`src/design/sdw_pkg.sv`:
```
// Package: constants, types and helpers of the serial DAC word loader.
package sdw_pkg;
   localparam int NUM_CH = 8;
   localparam int CH_W   = 3;
   localparam int WORD_W = 16;
   localparam int MAIN_W = 10;
   localparam int FINE_W = 8;
   localparam int CNT_W  = 5;
   localparam logic [CNT_W-1:0] CNT_LAST = 5'h0f;
   localparam logic [CNT_W-1:0] CNT_WORD = 5'h10;
   // Word field positions.
   localparam int BIT_MAIN_SUB = 15;
   localparam int BIT_SEL_LO   = 14;
   localparam int BIT_SEL_HI   = 13;
   localparam int ADDR_HI      = 12;
   localparam int ADDR_LO      = 10;
   localparam int BIT_ADDR2    = 12;
   localparam int BIT_REF_HI   = 9;
   localparam int BIT_REF_LO   = 8;
   localparam int BIT_CODING   = 6;
   localparam int BIT_PWR_N    = 5;
   localparam int BIT_ASTBY    = 4;
   localparam int BIT_ACLR     = 3;
   localparam int BIT_CSTBY_N  = 4;
   localparam int BIT_CCLR     = 3;
   localparam int MAIN_HI      = 9;
   localparam int MAIN_LO      = 0;
   localparam int FINE_HI      = 9;
   localparam int FINE_LO      = 2;
   // Codes.
   localparam logic [MAIN_W-1:0] MAIN_CLR     = 10'h000;
   localparam logic [MAIN_W-1:0] MAIN_LOW_OB  = 10'h000;
   localparam logic [MAIN_W-1:0] MAIN_LOW_TC  = 10'h200;
   localparam logic [FINE_W-1:0] FINE_ZERO_OB = 8'h80;
   localparam logic [FINE_W-1:0] FINE_ZERO_TC = 8'h00;
   // Reset values of the control registers.
   localparam logic       CODING_RST  = 1'h0;
   localparam logic       PWR_N_RST   = 1'h1;
   localparam logic       ASTBY_RST   = 1'h0;
   localparam logic       ACLR_RST    = 1'h0;
   localparam logic [1:0] REF_RST     = 2'h0;
   localparam logic       CSTBY_N_RST = 1'h1;
   localparam logic       CCLR_RST    = 1'h0;

   typedef enum logic [1:0] {
      TGT_SYS  = 2'b00,
      TGT_CHAN = 2'b01,
      TGT_DATA = 2'b10
   } sdw_target_t;

   typedef enum logic [1:0] {
      RX_IDLE  = 2'b00,
      RX_SHIFT = 2'b01,
      RX_HOLD  = 2'b10
   } sdw_rx_state_t;

   function automatic sdw_target_t target_of(logic [WORD_W-1:0] w);
      if (w[BIT_SEL_HI]) return TGT_DATA;
      else if (w[BIT_SEL_LO]) return TGT_CHAN;
      else return TGT_SYS;
   endfunction

   function automatic logic [FINE_W-1:0] fine_zero(logic coding);
      return coding ? FINE_ZERO_OB : FINE_ZERO_TC;
   endfunction
endpackage

```
`src/design/sdw_if.sv`:
```
// Interfaces: received words and the data register bank port.
interface sdw_word_if;
   logic                       valid;
   logic [sdw_pkg::WORD_W-1:0] word;
   modport src (output valid, output word);
   modport dst (input valid, input word);
endinterface

interface sdw_bank_if;
   logic                                           wr_main;
   logic                                           wr_fine;
   logic [sdw_pkg::CH_W-1:0]                       ch;
   logic [sdw_pkg::MAIN_W-1:0]                     main_data;
   logic [sdw_pkg::FINE_W-1:0]                     fine_data;
   logic                                           load;
   logic                                           hw_clr;
   logic                                           sw_clr;
   logic [sdw_pkg::NUM_CH-1:0]                     ch_clr;
   logic                                           coding;
   logic [sdw_pkg::NUM_CH-1:0][sdw_pkg::MAIN_W-1:0] main_dat;
   logic [sdw_pkg::NUM_CH-1:0][sdw_pkg::MAIN_W-1:0] main_out;
   logic [sdw_pkg::NUM_CH-1:0][sdw_pkg::FINE_W-1:0] fine_dat;
   logic [sdw_pkg::NUM_CH-1:0][sdw_pkg::FINE_W-1:0] fine_out;
   modport ctl (output wr_main, wr_fine, ch, main_data, fine_data,
                output load, hw_clr, sw_clr, ch_clr, coding,
                input main_dat, main_out, fine_dat, fine_out);
   modport bank (input wr_main, wr_fine, ch, main_data, fine_data,
                 input load, hw_clr, sw_clr, ch_clr, coding,
                 output main_dat, main_out, fine_dat, fine_out);
endinterface

```
`src/design/sdw_top.sv`:
```
// Top of the serial DAC word loader: decode, control and output logic.
//
// Function
// - Shift data on falling clock while framed
// - Select bits come from word bits 13, 14
// - Select decodes system, channel or data
// - System control ignores address, hits all
// - System word carries four bits 6..3
// - Channel word carries address, reference, standby, clear
// - Channel write touches only addressed channel
// - Quad variant ignores address bit 2
// - Bit 15 picks main or fine data
// - Main ten bits, fine eight bits
// - Main write loads bits 9..0
// - Fine write loads bits 9..2
// - Load strobe copies all data to outputs except main data under software or channel clear, and nothing under hardware clear
// - Hardware clear resets data and outputs
// - Cleared main output sits at clear code
// - Cleared fine converter gives zero offset
// - Software clears leave fine data alone
// - Lowest main code depends on coding
// - Power, coding, standby and clear system bits
// - Channel clear needs load, standby acts without it
// - Reference select chooses bias source
// - Software clear sets main to clear code
module sdw_top #(
   parameter bit OCTAL_VARIANT = 1'b1
) (
   // Clock and reset.
   input  wire logic                         ref_clk,
   input  wire logic                         resetn,
   // Serial link.
   input  wire logic                         frame_sync_n,
   input  wire logic                         serial_shift_clock,
   input  wire logic                         serial_data_in,
   // Strobes.
   input  wire logic                         load_outputs_n,
   input  wire logic                         clear_request_n,
   // Converter codes.
   output logic [sdw_pkg::NUM_CH-1:0][9:0]   main_code,
   output logic [sdw_pkg::NUM_CH-1:0][7:0]   fine_code,
   // Converter control.
   output logic [sdw_pkg::NUM_CH-1:0][1:0]   reference_select,
   output logic [sdw_pkg::NUM_CH-1:0]        channel_active,
   output logic                              reference_on,
   output logic                              coding_select
);

   // ----------------------------------------
   // Strobe synchronisers
   // ----------------------------------------

   logic [1:0] ld_q;
   logic [1:0] hc_q;

   always_ff @(posedge ref_clk) begin
      if (!resetn) begin
         ld_q <= 2'h3;
         hc_q <= 2'h3;
      end else begin
         ld_q <= {ld_q[0], load_outputs_n};
         hc_q <= {hc_q[0], clear_request_n};
      end
   end

   wire load   = ~ld_q[1];
   wire hw_clr = ~hc_q[1];

   // ----------------------------------------
   // Serial receiver
   // ----------------------------------------

   sdw_word_if word_if ();

   // Words arrive most significant bit first.
   sdw_rx u_rx (
      .ref_clk            (ref_clk),
      .resetn             (resetn),
      .frame_sync_n       (frame_sync_n),
      .serial_shift_clock (serial_shift_clock),
      .serial_data_in     (serial_data_in),
      .wout               (word_if.src)
   );

   // ----------------------------------------
   // Word decode
   // ----------------------------------------

   wire [sdw_pkg::WORD_W-1:0] w      = word_if.word;
   wire                       wvalid = word_if.valid;
   wire sdw_pkg::sdw_target_t tgt    = sdw_pkg::target_of(w);

   wire [sdw_pkg::CH_W-1:0] ch_raw = w[sdw_pkg::ADDR_HI:sdw_pkg::ADDR_LO];
   wire                     a2_use = OCTAL_VARIANT & w[sdw_pkg::BIT_ADDR2];
   wire [sdw_pkg::CH_W-1:0] ch_sel = {a2_use, ch_raw[1:0]};

   wire wr_sys   = wvalid & (tgt == sdw_pkg::TGT_SYS);
   wire wr_chan  = wvalid & (tgt == sdw_pkg::TGT_CHAN);
   wire wr_data  = wvalid & (tgt == sdw_pkg::TGT_DATA);
   wire main_sel = ~w[sdw_pkg::BIT_MAIN_SUB];

   wire [sdw_pkg::MAIN_W-1:0] main_field =
      w[sdw_pkg::MAIN_HI:sdw_pkg::MAIN_LO];
   wire [sdw_pkg::FINE_W-1:0] fine_field =
      w[sdw_pkg::FINE_HI:sdw_pkg::FINE_LO];

   // ----------------------------------------
   // Global control register
   // ----------------------------------------

   logic coding_q;
   logic pwr_n_q;
   logic astby_q;
   logic aclr_q;

   // The address field is not looked at: settings apply to all channels.
   always_ff @(posedge ref_clk) begin
      if (!resetn) begin
         coding_q <= sdw_pkg::CODING_RST;
         pwr_n_q  <= sdw_pkg::PWR_N_RST;
         astby_q  <= sdw_pkg::ASTBY_RST;
         aclr_q   <= sdw_pkg::ACLR_RST;
      end else if (wr_sys) begin
         coding_q <= w[sdw_pkg::BIT_CODING];
         pwr_n_q  <= w[sdw_pkg::BIT_PWR_N];
         astby_q  <= w[sdw_pkg::BIT_ASTBY];
         aclr_q   <= w[sdw_pkg::BIT_ACLR];
      end
   end

   // ----------------------------------------
   // Per-channel control registers
   // ----------------------------------------

   logic [sdw_pkg::NUM_CH-1:0][1:0] ref_sel_q;
   logic [sdw_pkg::NUM_CH-1:0]      cstby_n_q;
   logic [sdw_pkg::NUM_CH-1:0]      cclr_q;
   logic [sdw_pkg::NUM_CH-1:0]      active_q;
   logic                            ref_on_q;

   wire [1:0] ref_field =
      w[sdw_pkg::BIT_REF_HI:sdw_pkg::BIT_REF_LO];

   for (genvar i = 0; i < sdw_pkg::NUM_CH; i++) begin : g_ch
      wire hit = wr_chan & (ch_sel == i);

      always_ff @(posedge ref_clk) begin
         if (!resetn) begin
            ref_sel_q[i] <= sdw_pkg::REF_RST;
            cstby_n_q[i] <= sdw_pkg::CSTBY_N_RST;
            cclr_q[i]    <= sdw_pkg::CCLR_RST;
         end else if (hit) begin
            ref_sel_q[i] <= ref_field;
            cstby_n_q[i] <= w[sdw_pkg::BIT_CSTBY_N];
            cclr_q[i]    <= w[sdw_pkg::BIT_CCLR];
         end
      end

      // A channel runs only when neither it nor the whole part idles.
      always_ff @(posedge ref_clk) begin
         if (!resetn) begin
            active_q[i] <= 1'b0;
         end else begin
            active_q[i] <= pwr_n_q & ~astby_q & cstby_n_q[i];
         end
      end
   end

   always_ff @(posedge ref_clk) begin
      if (!resetn) begin
         ref_on_q <= 1'b0;
      end else begin
         ref_on_q <= pwr_n_q;
      end
   end

   // ----------------------------------------
   // Data register bank
   // ----------------------------------------

   sdw_bank_if bank_if ();

   assign bank_if.wr_main   = wr_data & main_sel;
   assign bank_if.wr_fine   = wr_data & ~main_sel;
   assign bank_if.ch        = ch_sel;
   assign bank_if.main_data = main_field;
   assign bank_if.fine_data = fine_field;
   // The strobe level is used directly, so a frame in flight never delays it.
   assign bank_if.load      = load;
   assign bank_if.hw_clr    = hw_clr;
   assign bank_if.sw_clr    = aclr_q;
   assign bank_if.ch_clr    = cclr_q;
   assign bank_if.coding    = coding_q;

   sdw_bank u_bank (
      .ref_clk (ref_clk),
      .resetn  (resetn),
      .b       (bank_if.bank)
   );

   // ----------------------------------------
   // Outputs
   // ----------------------------------------

   assign main_code        = bank_if.main_out;
   assign fine_code        = bank_if.fine_out;
   assign reference_select = ref_sel_q;
   assign channel_active   = active_q;
   assign reference_on     = ref_on_q;
   assign coding_select    = coding_q;

   for (genvar i = 0; i < sdw_pkg::NUM_CH; i++) begin : g_chk

   end
endmodule // sdw_top

```
`src/design/sdw_rx.sv`:
```
// Serial receiver: samples the link and delivers whole 16-bit words.
module sdw_rx (
   // Clock and reset.
   input  wire logic ref_clk,
   input  wire logic resetn,
   // Serial link.
   input  wire logic frame_sync_n,
   input  wire logic serial_shift_clock,
   input  wire logic serial_data_in,
   // Received words.
   sdw_word_if.src   wout
);
   logic [2:0]                   sck_q;
   logic [1:0]                   fs_q;
   logic [1:0]                   sd_q;
   sdw_pkg::sdw_rx_state_t       st_q;
   sdw_pkg::sdw_rx_state_t       st_d;
   logic [sdw_pkg::CNT_W-1:0]    cnt_q;
   logic [sdw_pkg::WORD_W-1:0]   sh_q;
   logic                         valid_q;

   wire fall  = sck_q[2] & ~sck_q[1];
   wire frame = ~fs_q[1];
   wire take  = (st_q == sdw_pkg::RX_SHIFT) & frame & fall;
   wire last  = take & (cnt_q == sdw_pkg::CNT_LAST);

   always_comb begin
      case (st_q)
         sdw_pkg::RX_IDLE:  st_d = frame ? sdw_pkg::RX_SHIFT : st_q;
         sdw_pkg::RX_SHIFT: st_d = !frame ? sdw_pkg::RX_IDLE :
                                   last ? sdw_pkg::RX_HOLD : st_q;
         sdw_pkg::RX_HOLD:  st_d = frame ? st_q : sdw_pkg::RX_IDLE;
         default:           st_d = sdw_pkg::RX_IDLE;
      endcase
   end

   always_ff @(posedge ref_clk) begin
      if (!resetn) begin
         // The serial clock idles high, so no edge is seen after reset.
         sck_q   <= 3'h7;
         fs_q    <= 2'h3;
         sd_q    <= 2'h0;
         st_q    <= sdw_pkg::RX_IDLE;
         cnt_q   <= '0;
         sh_q    <= '0;
         valid_q <= 1'b0;
      end else begin
         sck_q   <= {sck_q[1:0], serial_shift_clock};
         fs_q    <= {fs_q[0], frame_sync_n};
         sd_q    <= {sd_q[0], serial_data_in};
         st_q    <= st_d;
         // A frame that ends early leaves the count at zero.
         cnt_q   <= (st_q != sdw_pkg::RX_SHIFT) ? '0 :
                    take ? cnt_q + 1'b1 : cnt_q;
         sh_q    <= take ? {sh_q[sdw_pkg::WORD_W-2:0], sd_q[1]} : sh_q;
         valid_q <= last;
      end
   end

   assign wout.valid = valid_q;
   assign wout.word  = sh_q;
endmodule // sdw_rx

```
`src/design/sdw_bank.sv`:
```
// Data and output registers of every channel, double buffered.
module sdw_bank (
   // Clock and reset.
   input wire logic ref_clk,
   input wire logic resetn,
   // Register bank port.
   sdw_bank_if.bank b
);
   always_ff @(posedge ref_clk) begin
      for (int i = 0; i < sdw_pkg::NUM_CH; i++) begin
         if (!resetn) begin
            b.main_dat[i] <= sdw_pkg::MAIN_CLR;
            b.main_out[i] <= sdw_pkg::MAIN_CLR;
            b.fine_dat[i] <= sdw_pkg::fine_zero(sdw_pkg::CODING_RST);
            b.fine_out[i] <= sdw_pkg::fine_zero(sdw_pkg::CODING_RST);
         end else if (b.hw_clr) begin
            b.main_dat[i] <= sdw_pkg::MAIN_CLR;
            b.main_out[i] <= sdw_pkg::MAIN_CLR;
            b.fine_dat[i] <= sdw_pkg::fine_zero(b.coding);
            b.fine_out[i] <= sdw_pkg::fine_zero(b.coding);
         end else begin
            if (b.sw_clr || (b.load && b.ch_clr[i]))
               b.main_dat[i] <= sdw_pkg::MAIN_CLR;
            else if (b.wr_main && b.ch == i)
               b.main_dat[i] <= b.main_data;
            if (b.sw_clr || (b.load && b.ch_clr[i]))
               b.main_out[i] <= sdw_pkg::MAIN_CLR;
            else if (b.load)
               b.main_out[i] <= b.main_dat[i];
            if (b.wr_fine && b.ch == i)
               b.fine_dat[i] <= b.fine_data;
            if (b.load)
               b.fine_out[i] <= b.fine_dat[i];
         end
      end
   end
endmodule // sdw_bank

```
`config.mk`:
```
export PLATFORM = sky130hd
export DESIGN_NAME = sdw_top
export DESIGN_NICKNAME = d
export VERILOG_FILES = /design/src/design/sdw_pkg.sv /design/src/design/sdw_if.sv /design/src/design/sdw_top.sv /design/src/design/sdw_rx.sv /design/src/design/sdw_bank.sv
export SDC_FILE = /design/constraint.sdc
export NUM_CORES = 1
export LEC_CHECK = 0
export BUFFER_PORTS_ARGS = -buffer_cell sky130_fd_sc_hd__buf_2
export CELL_PAD_IN_SITES_DETAIL_PLACEMENT = 1
export CELL_PAD_IN_SITES_GLOBAL_PLACEMENT = 1
export CORE_MARGIN = 1
export CORE_UTILIZATION = 35
export DETAILED_ROUTE_END_ITERATION = 6
export PLACE_DENSITY = 0.68
export SYNTH_ARGS = -nofsm -noshare
export SYNTH_HDL_FRONTEND = slang
export SYNTH_SLANG_ARGS = --single-unit
```
`constraint.sdc`:
```
create_clock -name ref_clk -period 1.7 [get_ports ref_clk]
set_input_delay 0.34 -clock ref_clk [delete_from_list [all_inputs] [get_ports ref_clk]]
set_output_delay 0.34 -clock ref_clk [all_outputs]
set_load 0.005 [all_outputs]
```
==> metrics.yaml <==
run_status:
  outcome: "complete, no violations"
global_routing:
  grt.met1_usage: 0.256
  most_crowded_layer_gr: "met2"
  grt-ovfl-total: 0
  met2_usage_in_global_routing: 0.335
  globalRouteMet3Util: 0.0332
  maximum_number_of_pins_on_one_net_before_global_route_repair: 57
  antenna_found_initial: 0
  grt_pass1_wl_um: 60500
  grt_pass1_vias: 10600
  gr-usage-all-layers: 0.198
worst_hold_path:
  min_path_type: "in -> reg"
  hold_path_startpoint: "resetn"
  hold_path_end: "pwr_n_q"
  hold_depth: 3
critical_path:
  critical-path-top-delay-family: "simple AND/OR/NAND/NOR gates"
  critPathCaptureType: "flip-flop"
  critical_path_buffers_and_inverters: 1
  r2r_cells: 4
  cp.arrival_ns: 2.03
  crit_required_ns: 2.18
  worstPathCellList: "and4b_1 > buf_4 > nand3_1 > a21oi_1"
  path_class: "reg -> reg"
  start_kind: "flip-flop"
  critical_path.max_fanout: 22
  worstReg2RegEnd: "u_bank.b.main_dat[57]"
  worst_r2r_startpoint: "u_rx.wout.word[12]"
  worst_path_max_stage_delay_ns: 0.49
  slowest_stage: "sky130_fd_sc_hd__dfxtp_1"
  ff2ff_setup_slack_ns: 0.15
floorplan:
  dieArea_sq_um: 39600
  floorplan.initialDensity: 0.358
  fp.dieH_um: 199
  boundaryPins: 177
  placeableCoreArea_sq_um: 37900
  std_cell_rows: 71
  die_width_um: 199
timing:
  timing.max_slew.rel_slack: 0.595
  final.period_utilization: 0.912
  setup_tns_ns: 0
  timing.fmax_mhz: 645
  finalSetupViolCount: 0
  final-max-slew-violation-count: 0
  worst-slew-pin-transition_ns: 0.606
  layout_setup_ws_ns: 0.149
  timing.final.crit_period_ns: 1.55
  timing_hold_violations_final: 0
  clock_skew_ns: 0.0299
  rsz0062_at_grt: "false"
yosys:
  synth_cell_area_sq_um: 13600
  dominantRegCellSynth: "sky130_fd_sc_hd__dfxtp_1"
  synth_sequential_area_ratio: 0.542
  async_reset_ff_frac: 0
  unique_masters_post_synth: 45
  synth.yosys.warnings: 0
  synth.avg_cell_area_sq_um: 9.87
  synth_edf_count: 0
  syn_nets: 1385
  ys_seq_elements: 368
  synthesis.instances: 1376
layout:
  area_delta_synth_final_pct: 22.9
  post_route_cells_drive_above_1_share: 0.210
  postLayoutCoreUtil: 0.440
  antenna_cells: 0
  layout.nets: 1553
  sequential_cell_area_sq_um: 7370
  multiInputGateArea_sq_um: 5590
  fillers: 4310
  mostFrequentLayoutCells: "sky130_fd_sc_hd__dfxtp_1, sky130_fd_sc_hd__mux2i_1, sky130_fd_sc_hd__buf_2"
  layout.cells.most_common: "sky130_fd_sc_hd__dfxtp_1"
place:
  placement.setup.worst_slack_ns: 0.0890
  routabilityCongestion: 0.747
  port_buffers: 176
  dp_hpwl_um: 25700
power_and_ir_drop:
  power.leakage_uw: 0.00758
  power-per-cell-area_nw_per_um2: 1110
  power.ir.vdd_worst_uv: 650
drt:
  detail_route.first_pass.iterations: 4
  post_drt_via_cell_ratio: 4.98
  drt_first_iter_violations: 493
  route.detailed.wl_per_inst_um: 18.5
  drt.antenna.violating_nets: 0
  wl_um: 38700
  drc: 0
  via_count: 10400
clocking:
  cts.repair_timing.setup_buffer_count: 0
  cts-htree-levels: 2
  clkTransAtPathRegs_ns: 0.06
  clockRootBuffer: "sky130_fd_sc_hd__clkbuf_16"
  clock_insertion_delay_at_the_later_pin_of_the_skew_report_ns: 0.56
  cts_tree: "done"
  clockBufferDepth: 3
  cts_made_buffers: 41
  clock-sinks: 368
run:
  max-cap-violations: 0
==> logic make-up after synthesis <==
family,after synthesis,synth area share
mux,253,0.186
flops,368,0.542
simple gates,423,0.147
buf+inv,129,0.0472
compound gates,201,0.0758
fa+ha+maj,2,0.00184
==> worst reg2reg max path: cells and delay by family (launching register included) <==
| family | cells | cell delay [ns] |
|---|---|---|
| flip-flops | 1 | 0.49 |
| AO/OA/AOI/OAI | 1 | 0.17 |
| buffers and inverters | 1 | 0.32 |
| AND/OR/NAND/NOR | 2 | 0.52 |
==> sequential cells by signal, summed over array words and instances (netlist names), 2 cells and up <==
register	flops
ld_q	2
bank_if.ch_clr	8
cstby_n_q	8
u_bank.b.fine_out	64
u_rx.wout.word	16
u_bank.b.main_out	80
u_bank.b.fine_dat	64
u_bank.b.main_dat	80
u_rx.fs_q	2
u_rx.st_q	2
u_rx.sd_q	2
u_rx.cnt_q	5
reference_select	16
hc_q	2
u_rx.sck_q	3
channel_active	8
==> how the worst max path moves through the flow <==
stage,from,end,slack (ns),depth (start not counted)
finish,u_rx.wout.word[12],u_bank.b.main_dat[57],0.15,4
global route,u_rx.wout.word[12],u_bank.b.main_dat[51],0.04,4
CTS,u_rx.wout.valid,cstby_n_q[4],0.07,3
detailed placement,u_rx.wout.valid,reference_select[2],0.09,3
global placement,u_rx.wout.valid,reference_select[2],0.19,3
floorplan,resetn,u_bank.b.main_dat[30],0.37,6
==> stage by stage <==
stage / hold WS [ns] / instance area, sq um / instances / total power (uW)
floorplan: 0.386 / 13600 / 1376 / 9180
global placement: 0.395 / 15200 / 2007 / 9380
detailed placement: 0.396 / 15200 / 2007 / 9380
CTS: 0.213 / 16700 / 2086 / 18800
global route: 0.239 / 16700 / 2086 / 19200
finish: 0.243 / 16700 / 2086 / 18600
==> cell type report <==
| class | count | area share |
|---|---|---|
| clock buffers | 60 | 0.0736 |
| clock inverters | 14 | 0.0127 |
| inverters | 13 | 0.00292 |
| multi-input cells | 879 | 0.335 |
| flip-flops and latches | 368 | 0.442 |
| well taps | 511 | 0.0383 |
| repair buffers | 241 | 0.0962 |
==> synth_stat cells (4+ instances only) <==
master	n	area, sq um
sky130_fd_sc_hd__dfxtp_1	368	7370
sky130_fd_sc_hd__o21ai_0	95	475
sky130_fd_sc_hd__nand2_1	115	432
sky130_fd_sc_hd__nand2b_1	16	100
sky130_fd_sc_hd__o21ai_1	4	20.0
sky130_fd_sc_hd__mux2i_1	253	2530
sky130_fd_sc_hd__a21oi_1	89	445
sky130_fd_sc_hd__buf_1	5	18.8
sky130_fd_sc_hd__buf_4	16	120
sky130_fd_sc_hd__buf_6	5	56.3
sky130_fd_sc_hd__and2_1	12	75.1
sky130_fd_sc_hd__clkbuf_1	42	158
sky130_fd_sc_hd__inv_1	13	48.8
sky130_fd_sc_hd__buf_2	48	240
sky130_fd_sc_hd__a31oi_1	9	56.3
sky130_fd_sc_hd__nand3_1	87	435
sky130_fd_sc_hd__nor2_1	151	567
sky130_fd_sc_hd__nand2_2	4	25.0
==> report_power, final <==
part	total, uW	internal, uW	leakage (uW)	switching (uW)
combinational	495	190	0.00391	305
sequential	8700	8670	0.00297	29.5
clock	9380	5770	0.000706	3610
==> per-layer routing <==
metal	vias to the layer above	wire, um
met5	-	0
met2	182	18800
met1	5146	17700
li1	5025	-
met4	0	606
met3	42	1590
==> timing repair <==
| action | in CTS | in global routing |
|---|---|---|
| resized for setup | 0 | 2 |
| hold buffers | 5 | 0 |
| endpoints found under the hold margin | 5 | 0 |
| endpoints found under the setup margin | 0 | 20 |
No activity file was read; power rests on OpenSTA's default activity.
